`src/hw/amas_pkg.sv`:
```
// Shared constants and types for the asynchronous memory access sequencer.
// Assumes a single 100 MHz interface clock and a 16-bit external data bus.
package amas_pkg;

  // Bus widths
  localparam int ADDR_W = 23;
  localparam int BANK_W = 2;
  localparam int SPACE_W = 2;
  localparam int WORD_W = 32;
  localparam int EXT_W = 16;

  // Timing field widths, in interface clock cycles
  localparam int TA_W = 2;
  localparam int SETUP_W = 4;
  localparam int STROBE_W = 6;
  localparam int HOLD_W = 3;
  localparam int CNT_W = 6;
  localparam int BEAT_W = 2;

  // Beats per word, minus one, by device width
  localparam logic [BEAT_W-1:0] BEATS_M1_8BIT = 2'h3;
  localparam logic [BEAT_W-1:0] BEATS_M1_16BIT = 2'h1;
  localparam logic WIDTH_16BIT = 1'b1;

  // Reset values and turnaround constants
  localparam logic [CNT_W-1:0] CNT_RST = 6'h00;
  localparam logic [WORD_W-1:0] WORD_RST = 32'h0000_0000;
  localparam logic [ADDR_W-1:0] ADDR_RST = 23'h00_0000;
  localparam logic [BANK_W-1:0] BANK_RST = 2'h0;
  localparam logic [EXT_W-1:0] EXT_RST = 16'h0000;
  localparam logic [TA_W-1:0] TA_ZERO = 2'h0;
  localparam logic [TA_W:0] TA_MIN = 3'h1;

  // Sequencer states
  typedef enum logic [2:0] {
    ST_IDLE = 3'h0,
    ST_TURN = 3'h1,
    ST_SETUP = 3'h2,
    ST_STROBE = 3'h3,
    ST_HOLD = 3'h4
  } amas_state_t;

endpackage

```
`src/hw/amas_phase_counter.sv`:
```
// Down counter timing one sequencer phase.
// Assumes the caller loads it on every phase entry; asynchronous reset from the synchronised reset copy.
module amas_phase_counter (
  input wire logic clk_sys,
  input wire logic rst_n,
  input wire logic load,
  input wire logic [amas_pkg::CNT_W-1:0] load_val,
  output logic expired
);
  import amas_pkg::*;

  logic [CNT_W-1:0] cnt_r;
  logic [CNT_W-1:0] cnt_nxt;

  // Phase lasts load_val + 1 cycles; counter parks at zero
  assign cnt_nxt = load ? load_val : (expired ? cnt_r : cnt_r - 6'h01);
  assign expired = (cnt_r == CNT_RST);

  ////////////////////////////////////////////////////////////////////////
  // Count register
  always_ff @(posedge clk_sys or negedge rst_n) begin
    if (!rst_n) begin
      cnt_r <= CNT_RST;
    end else begin
      cnt_r <= cnt_nxt;
    end
  end

endmodule

```
`src/hw/amas_sequencer.sv`:
```
// Normal-mode sequencer for asynchronous external memory accesses.
// Assumes timing config inputs describe the requested space and stay stable
// from request acceptance to the end of the access.

// Functional notes
// - Read output enable rises at start of hold.
// - External data sampled at hold start becomes the read result.
// - Address and bank outputs released after the word's last hold, unless a chained setup follows.
// - Chip select rises at hold end only when request is complete.
// - Narrow device follow-on beats go straight to setup, no turnaround.
// - Follow-on beats reuse already loaded setup, strobe and hold counts.
// - After full word, return to idle unless another request is pending.
// - Pending request at completion goes directly to its turnaround, or straight to setup if same direction and space.
// - Writes needing several external cycles issue them back to back.
// - Output enable stays high throughout every write.
// - Write waits programmed turnaround cycles before setup.
// - No turnaround for write chained after write to same space.
// - Turnaround field zero still gives one turnaround cycle.
// - After turnaround, write proceeds into its setup period.
// - Reads use the same turnaround policy as writes.
// - Read setup loads counts, presents address, asserts chip select.
// - Read output enable falls at start of strobe.
// - Write setup loads write setup, strobe and hold counts.
module amas_sequencer (
  input wire logic clk_sys,
  input wire logic arst_n,
  // Request side
  input wire logic req_valid,
  input wire logic req_write,
  input wire logic [amas_pkg::SPACE_W-1:0] req_space,
  input wire logic [amas_pkg::ADDR_W-1:0] req_addr,
  input wire logic [amas_pkg::BANK_W-1:0] req_bank,
  input wire logic [amas_pkg::WORD_W-1:0] req_wdata,
  output logic req_ready,
  output logic [amas_pkg::WORD_W-1:0] rd_data,
  output logic rd_valid,
  output logic wr_done,
  output logic busy,
  // Space configuration for the requested space
  input wire logic [amas_pkg::TA_W-1:0] turnaround_cycles,
  input wire logic [amas_pkg::SETUP_W-1:0] cfg_r_setup,
  input wire logic [amas_pkg::STROBE_W-1:0] cfg_r_strobe,
  input wire logic [amas_pkg::HOLD_W-1:0] cfg_r_hold,
  input wire logic [amas_pkg::SETUP_W-1:0] cfg_w_setup,
  input wire logic [amas_pkg::STROBE_W-1:0] cfg_w_strobe,
  input wire logic [amas_pkg::HOLD_W-1:0] cfg_w_hold,
  input wire logic cfg_width_16,
  // External memory pins
  output logic [amas_pkg::ADDR_W-1:0] ext_address,
  output logic [amas_pkg::BANK_W-1:0] ext_bank_address,
  output logic ext_chip_select_n,
  output logic ext_output_enable_n,
  output logic ext_write_enable_n,
  output logic ext_rw,
  output logic [amas_pkg::EXT_W-1:0] ext_data_bus_out,
  output logic ext_data_bus_oe,
  input wire logic [amas_pkg::EXT_W-1:0] ext_data_bus_in
);
  import amas_pkg::*;

  ////////////////////////////////////////////////////////////////////////
  // Reset release and pin synchronisers
  logic rst_meta_r;
  logic rst_n;
  logic [EXT_W-1:0] din_meta_r;
  logic [EXT_W-1:0] din_sync_r;

  // Reset asserts at once, releases after two edges
  always_ff @(posedge clk_sys or negedge arst_n) begin
    if (!arst_n) begin
      rst_meta_r <= 1'b0;
      rst_n <= 1'b0;
    end else begin
      rst_meta_r <= 1'b1;
      rst_n <= rst_meta_r;
    end
  end

  // Read data is a pin; two stages before anyone looks at it
  always_ff @(posedge clk_sys or negedge rst_n) begin
    if (!rst_n) begin
      din_meta_r <= EXT_RST;
      din_sync_r <= EXT_RST;
    end else begin
      din_meta_r <= ext_data_bus_in;
      din_sync_r <= din_meta_r;
    end
  end

  ////////////////////////////////////////////////////////////////////////
  // Sequencer state
  amas_state_t state_r;
  amas_state_t state_nxt;
  logic write_r;
  logic [SPACE_W-1:0] space_r;
  logic [ADDR_W-1:0] addr_r;
  logic [BANK_W-1:0] bank_r;
  logic [WORD_W-1:0] wdata_r;
  logic [WORD_W-1:0] rdata_r;
  logic [BEAT_W-1:0] beat_r;
  logic [BEAT_W-1:0] beats_m1_r;
  logic [SETUP_W-1:0] tim_setup_r;
  logic [STROBE_W-1:0] tim_strobe_r;
  logic [HOLD_W-1:0] tim_hold_r;
  logic rd_valid_r, wr_done_r, cs_n_r, oe_n_r, we_n_r, rw_r, doe_r;
  logic [EXT_W-1:0] dout_r;
  logic [ADDR_W-1:0] ext_addr_r;
  logic [BANK_W-1:0] ext_bank_r;
  logic expired;

  // Phase decode
  wire in_idle = (state_r == ST_IDLE);
  wire in_hold = (state_r == ST_HOLD);
  wire beat_last = (beat_r == beats_m1_r);
  wire hold_done = in_hold && expired;
  wire word_done = hold_done && beat_last;
  wire more_beats = hold_done && !beat_last;
  wire accept = req_valid && (in_idle || word_done);
  // Back-to-back same direction, same space: no turnaround
  wire same_chain = word_done && (req_write == write_r) && (req_space == space_r);
  wire [TA_W:0] ta_eff = (turnaround_cycles == TA_ZERO) ? TA_MIN : {1'b0, turnaround_cycles};
  wire turn_done = (state_r == ST_TURN) && expired;
  wire first_setup = (accept && same_chain) || turn_done;
  wire enter_setup = first_setup || more_beats;
  wire enter_strobe = (state_r == ST_SETUP) && expired;
  wire enter_hold = (state_r == ST_STROBE) && expired;
  wire nxt_write = accept ? req_write : write_r;
  wire [SETUP_W-1:0] cfg_setup = nxt_write ? cfg_w_setup : cfg_r_setup;
  wire [BEAT_W-1:0] nxt_beat = more_beats ? beat_r + 2'h1 : beat_r;

  // Next state
  always_comb begin
    state_nxt = state_r;
    case (state_r)
      ST_IDLE: state_nxt = accept ? (same_chain ? ST_SETUP : ST_TURN) : ST_IDLE;
      ST_TURN: state_nxt = expired ? ST_SETUP : ST_TURN;
      ST_SETUP: state_nxt = expired ? ST_STROBE : ST_SETUP;
      ST_STROBE: state_nxt = expired ? ST_HOLD : ST_STROBE;
      ST_HOLD: begin
        if (more_beats) begin
          state_nxt = ST_SETUP;
        end else if (word_done) begin
          state_nxt = accept ? (same_chain ? ST_SETUP : ST_TURN) : ST_IDLE;
        end
      end
      default: state_nxt = ST_IDLE;
    endcase
  end

  // Counter load on every phase entry; turnaround loads count minus one
  wire cnt_load = (accept && !same_chain) || enter_setup || enter_strobe || enter_hold;
  wire [CNT_W-1:0] turn_val = CNT_W'(ta_eff - TA_MIN);
  wire [CNT_W-1:0] setup_val = CNT_W'(first_setup ? cfg_setup : tim_setup_r);
  wire [CNT_W-1:0] cnt_val = enter_setup ? setup_val :
                             enter_strobe ? CNT_W'(tim_strobe_r) :
                             enter_hold ? CNT_W'(tim_hold_r) : turn_val;

  amas_phase_counter u_phase (
    .clk_sys(clk_sys),
    .rst_n(rst_n),
    .load(cnt_load),
    .load_val(cnt_val),
    .expired(expired)
  );

  // Lane slices for the beat being issued
  wire [EXT_W-1:0] wr_slice = cfg_width_16 ? wdata_r[nxt_beat*16 +: 16]
                                           : {8'h00, wdata_r[nxt_beat*8 +: 8]};

  ////////////////////////////////////////////////////////////////////////
  // Request capture and timing registers
  always_ff @(posedge clk_sys or negedge rst_n) begin
    if (!rst_n) begin
      state_r <= ST_IDLE;
      write_r <= 1'b0;
      space_r <= 2'h0;
      addr_r <= ADDR_RST;
      bank_r <= BANK_RST;
      wdata_r <= WORD_RST;
      beat_r <= 2'h0;
      beats_m1_r <= BEATS_M1_8BIT;
    end else begin
      state_r <= state_nxt;
      beat_r <= nxt_beat;
      if (accept) begin
        write_r <= req_write;
        space_r <= req_space;
        addr_r <= req_addr;
        bank_r <= req_bank;
        wdata_r <= req_wdata;
        beat_r <= 2'h0;
        beats_m1_r <= (cfg_width_16 == WIDTH_16BIT) ? BEATS_M1_16BIT : BEATS_M1_8BIT;
      end
    end
  end

  // Counts latched only on the first beat so follow-ons keep them
  always_ff @(posedge clk_sys or negedge rst_n) begin
    if (!rst_n) begin
      tim_setup_r <= 4'h0;
      tim_strobe_r <= 6'h00;
      tim_hold_r <= 3'h0;
    end else if (first_setup) begin
      tim_setup_r <= cfg_setup;
      tim_strobe_r <= nxt_write ? cfg_w_strobe : cfg_r_strobe;
      tim_hold_r <= nxt_write ? cfg_w_hold : cfg_r_hold;
    end
  end

  ////////////////////////////////////////////////////////////////////////
  // Read capture; synchronised pin data lags the pin by two cycles
  always_ff @(posedge clk_sys or negedge rst_n) begin
    if (!rst_n) begin
      rdata_r <= WORD_RST;
      rd_valid_r <= 1'b0;
      wr_done_r <= 1'b0;
    end else begin
      rd_valid_r <= word_done && !write_r;
      wr_done_r <= word_done && write_r;
      if (enter_hold && !write_r) begin
        if (cfg_width_16) begin
          rdata_r[beat_r*16 +: 16] <= din_sync_r;
        end else begin
          rdata_r[beat_r*8 +: 8] <= din_sync_r[7:0];
        end
      end
    end
  end

  ////////////////////////////////////////////////////////////////////////
  // Pin strobes; later assignments win so a chained setup keeps CS low
  always_ff @(posedge clk_sys or negedge rst_n) begin
    if (!rst_n) begin
      cs_n_r <= 1'b1;
      oe_n_r <= 1'b1;
      we_n_r <= 1'b1;
      rw_r <= 1'b1;
      doe_r <= 1'b0;
    end else begin
      if (word_done) begin
        cs_n_r <= 1'b1;
        rw_r <= 1'b1;
        doe_r <= 1'b0;
      end
      if (enter_setup) begin
        cs_n_r <= 1'b0;
        rw_r <= !nxt_write;
        doe_r <= nxt_write;
      end
      if (enter_strobe) begin
        oe_n_r <= write_r;
        we_n_r <= !write_r;
      end
      if (enter_hold) begin
        oe_n_r <= 1'b1;
        we_n_r <= 1'b1;
      end
    end
  end

  // Address and write data; cleared at word end to show release
  always_ff @(posedge clk_sys or negedge rst_n) begin
    if (!rst_n) begin
      ext_addr_r <= ADDR_RST;
      ext_bank_r <= BANK_RST;
      dout_r <= EXT_RST;
    end else if (enter_setup) begin
      ext_addr_r <= accept ? req_addr : addr_r + ADDR_W'(nxt_beat);
      ext_bank_r <= accept ? req_bank : bank_r;
      dout_r <= accept ? (cfg_width_16 ? req_wdata[15:0] : {8'h00, req_wdata[7:0]}) : wr_slice;
    end else if (word_done) begin
      ext_addr_r <= ADDR_RST;
      ext_bank_r <= BANK_RST;
      dout_r <= EXT_RST;
    end
  end

  // Outputs
  assign req_ready = accept;
  assign rd_data = rdata_r;
  assign rd_valid = rd_valid_r;
  assign wr_done = wr_done_r;
  assign busy = !in_idle;
  assign ext_address = ext_addr_r;
  assign ext_bank_address = ext_bank_r;
  assign ext_chip_select_n = cs_n_r;
  assign ext_output_enable_n = oe_n_r;
  assign ext_write_enable_n = we_n_r;
  assign ext_rw = rw_r;
  assign ext_data_bus_out = dout_r;
  assign ext_data_bus_oe = doe_r;

endmodule

```
`config.mk`:
```
export PLATFORM = sky130hd
export DESIGN_NAME = amas_sequencer
export DESIGN_NICKNAME = d
export VERILOG_FILES = /design/src/hw/amas_pkg.sv /design/src/hw/amas_phase_counter.sv /design/src/hw/amas_sequencer.sv
export SDC_FILE = /design/constraint.sdc
export NUM_CORES = 1
export LEC_CHECK = 0
export ABC_AREA = 1
export ABC_CLOCK_PERIOD_IN_PS = 6800
export BUFFER_PORTS_ARGS = -buffer_cell sky130_fd_sc_hd__buf_2
export CELL_PAD_IN_SITES_DETAIL_PLACEMENT = 1
export CELL_PAD_IN_SITES_GLOBAL_PLACEMENT = 1
export CORE_ASPECT_RATIO = 0.9
export CORE_UTILIZATION = 41
export CTS_BUF_LIST = sky130_fd_sc_hd__clkbuf_16
export DETAILED_ROUTE_END_ITERATION = 10
export GPL_ROUTABILITY_DRIVEN = 0
export PLACE_DENSITY = 0.81
export SETUP_SLACK_MARGIN = 0.15
export SYNTH_ARGS = -nofsm -noshare
export SYNTH_HDL_FRONTEND = slang
export SYNTH_SLANG_ARGS = --single-unit
```
`constraint.sdc`:
```
create_clock -name clk_sys -period 6.8 [get_ports clk_sys]
set_input_delay 0.34 -clock clk_sys [delete_from_list [all_inputs] [get_ports clk_sys]]
set_output_delay 0.34 -clock clk_sys [all_outputs]
set_load 0.005 [all_outputs]
```
==> metrics.md <==
| Metric | Value |
|---|---|
| Status | `finished clean` |
| CTS Hold Bufs | `11` |
| Total power | `0.00430 W` |
| Die Area | `23400 µm²` |
| Crit start category | `register` |
| Reg power frac | `0.434` |
| Vias in the first global route | `8518` |
| Mean Syn Cell Area | `8.98 µm²` |
| Mapped Nets | `1157` |
| Ys async rst share | `1.00` |
| Final hold violation count | `0` |
| Register area share after synthesis | `0.533` |
| Detail Route Antenna Nets | `0` |
| CP arrival | `4.18 ns` |
| Period minus WS final | `3.85 ns` |
| Clock slew at reported path FFs | `0.08 ns` |
| Largest family of logic cells by synthesized area | `simple AND/OR/NAND/NOR gates` |
| Post_cts resized | `0` |
| Global-route usage over all layers | `0.239` |
| Drt pass-1 iters | `5` |
| Static Leak | `5.91 nW` |
| Synth area leaders | `dfrtp_1 (52%), nand2_1 (13%), inv_1 (3.9%)` |
| Sw power | `0.00161 W` |
| Placed cell count | `1496` |
| Req. time, crit path | `7.13 ns` |
| Setup TNS | `0 ns` |
| Post-DP HPWL | `18800 µm` |
| Critical path type | `reg -> reg` |
| Hold path cells | `1` |
| Clock latency on the worst-skew pair | `0.44 ns` |
| CTS sink cnt | `199` |
| Critical Path Slowest Stage Cell | `dfrtp_1` |
| Antenna violations before repair | `0` |
| Routed length per placed instance | `17.4 µm` |
| Share of post-route cells with drive strength above 1 | `0.242` |
| Number of synthesized flops with an enable pin | `0` |
| Starting DRT DRC Count | `436` |
| Mux cell area share after synthesis | `0.0193` |
| Layout area overhead | `20.2%` |
| Internal | `0.00268 W` |
| Non-Filler Instances | `1539` |
| CTS tree | `yes` |
| DRC viols | `0` |
| RSZ-0062 raised after global routing | `false` |
| Gate power share | `0.316` |
| Clock Skews | `0.0121 ns` |
| Chip Width | `161 µm` |
| I/O Pins | `190` |
| Setup bufs post-CTS | `0` |
| Rel. slew slack | `0.258` |
| Largest delay share family, worst path | `simple AND/OR/NAND/NOR gates` |
| Vias/cell | `5.11` |
| H-tree depth | `4` |
| Fin nets | `1345` |
| Tcrit/Tclk final | `0.566` |
| Core area | `22400 µm²` |
| Setup violations, final | `0` |
| CTS Root Cell | `clkbuf_16` |
| Overflow after GRT | `0` |
| Starting Density | `0.416` |
| Largest net degree at the start of global routing | `74` |
| Synth Cell Area | `9350 µm²` |
| Share of the synthesized area in the top cell type | `0.519` |
| CP endpoint kind | `register` |
| Cells after synthesis | `1041` |
| Fill count | `2697` |
| Global-route wire length before repair | `44300 µm` |
| XOR/XNOR Fraction of Synth Area | `0.0187` |
| Hold WS | `0.0158 ns` |
| Fmax | `0.260 GHz` |
| Max VDD drop | `0.173 mV` |
| Min-Delay Path Class | `in -> reg` |
| Switching share of power | `0.376` |
| Crit-path max FO | `25` |
| Unique cell type count in the Yosys netlist | `50` |
| Flops & latches, synth | `199` |
| Max-slew violation count | `0` |
| Maxcap violations | `0` |
| Compound-Gate Fraction of Synth Area | `0.128` |
| Worst R2R Path Depth | `20` |
| Adder-Cell Fraction of Synth Area | `0.0115` |
| I/O Buffers | `189` |
| CP peak stage delay | `0.39 ns` |
| Clock Tree Buf Depth | `2` |
| Pwr Density | `382 nW/µm²` |
| Vias | `7871` |
| WP depth | `20` |
| Chip height | `145 µm` |
| Most used cell, CP | `nand2_1` |
| Yosys warnings | `0` |
| Post-Route WL | `26800 µm` |
| Ys flop type | `dfrtp_1` |
| WP buf/inv | `2` |
| FP Rows | `52` |
| Simple-gate share of the synthesized area | `0.224` |
| Num CTS Buffers | `17` |
| N_diodes | `0` |
| Power share of the clock group | `0.250` |
| Slew @ Worst Pin | `1.11 ns` |
| Crit path cell chain | `inv_1 > ha_1 > nand2_2 > nor2_8 > nand2_4 > nand2_4 > nand2_4 > inv_4 > ha_1 > fa_1 > nand2_1 > nor2_1 > nand2_1 > nor2_1 > nand2_1 > nor3_1 > nand2_1 > nand2_1 > o21ai_0 > a22o_1` |
| Leading area contributor after synthesis | `dfrtp_1` |
final cells by class:
type | instances | area, µm² | area share
Sequential cell | 199 | 4990 | 0.444
Multi-Input combinational cell | 702 | 3770 | 0.335
Timing Repair Buffer | 204 | 1090 | 0.0966
Clock buffer | 17 | 425 | 0.0378
Inverter | 105 | 398 | 0.0354
Tap cell | 297 | 372 | 0.0331
Clock inverter | 15 | 205 | 0.0183
cell usage after synthesis (8+ instances only):
cell type  count
mux2_2        16
a22o_1        25
inv_1         96
xor2_1        16
a31oi_1       11
o21bai_1       8
nand2_1      330
nand3b_1       9
nand3_1       45
dfrtp_1      194
o22ai_1       18
nor2_1        49
o21ai_0       62
a21oi_1       20
buf_2         21
nand2_2        9
sequential cells by signal, summed over array words and instances (netlist names), 2 cells and up:
signal            cells
ext_bank_address      2
beat_r                2
ext_data_bus_out     16
u_phase.cnt_r         6
tim_setup_r           4
tim_strobe_r          6
addr_r               23
space_r               2
ext_address          23
wdata_r              32
bank_r                2
din_meta_r           16
din_sync_r           16
tim_hold_r            3
state_r               3
rd_data              32
power by group through the flow:
stage                     clock (W)  combinational [W]  sequential [W]
final                       0.00107            0.00136         0.00187
after global routing        0.00113            0.00154         0.00192
after CTS                   0.00109            0.00138         0.00187
after detailed placement          0            0.00135         0.00188
after global placement            0            0.00129         0.00186
after floorplan                   0           0.000922         0.00183
routing by layer:
layer	up-vias	global-route usage	part of all wire
met5	-	0	0
met4	0	0.0717	0.021
met3	42	0.0372	0.037
met2	182	0.399	0.49
met1	3883	0.320	0.45
li1	3764	-	-
cell usage in the layout (no fill, tap or decap), drive strengths merged, types with 9 or more instances in the layout:
cell,n
clkbuf,17
nand3b,9
o22ai,18
dlygate4sd3,11
o31ai,12
a22o,25
o211ai,11
nand3,46
xor2,16
nor2,61
buf,193
a31oi,11
o21ai,68
a21oi,20
inv,110
nand2,344
dfrtp,194
mux2,16
worst register-to-register path: stages (launching register included):
cell     delay [ns]
dfrtp_1        0.39
inv_1          0.10
ha_1           0.27
nand2_2        0.15
nor2_8         0.18
nand2_4        0.10
nand2_4        0.15
nand2_4        0.22
inv_4          0.28
ha_1           0.25
fa_1           0.23
nand2_1        0.08
nor2_1         0.15
nand2_1        0.15
nor2_1         0.24
nand2_1        0.13
nor3_1         0.23
nand2_1        0.09
nand2_1        0.06
o21ai_0        0.08
a22o_1         0.19
per-stage QoR:
| step | cell area, µm² | util | setup slack [ns] |
|---|---|---|---|
| floorplan | 9350 | - | 0.853 |
| global placement | 10500 | 0.468 | 3.17 |
| detailed placement | 10500 | 0.468 | 2.97 |
| CTS | 11200 | 0.501 | 2.94 |
| global route | 11200 | 0.501 | 2.51 |
| finish | 11200 | 0.501 | 2.95 |
final timing paths:
| check | startpoint | to | slack [ns] |
|---|---|---|---|
| setup / recovery | u_phase.cnt_r[0]$_DFFE_PN0P_ | ext_address[22]$_DFFE_PN0P_ | 2.95 |
| hold / removal | ext_data_bus_in[7] | din_meta_r[7]$_DFF_PN0_ | 0.02 |
| setup reg to reg | u_phase.cnt_r[0]$_DFFE_PN0P_ | ext_address[22]$_DFFE_PN0P_ | 2.95 |
| hold reg to reg | din_meta_r[2]$_DFF_PN0_ | din_sync_r[2]$_DFF_PN0_ | 0.35 |
| max in group asynchronous | rst_n$_DFF_PN0_ | wr_done$_DFF_PN0_ | 4.86 |
| min in group asynchronous | arst_n | rst_n$_DFF_PN0_ | 0.19 |
kinds of logic (layout without fill, tap and decap cells):
logic type,Yosys count,count (layout)
DFF,199,199
and+or+nand+nor,477,477
other,1,1
adders and majority gates,8,8
AOI/OAI and AO/OA,180,180
muxes,16,16
buffers and inverters,140,341
xor gates and xnor gates,20,20
No activity file was read; power rests on OpenSTA's default activity.
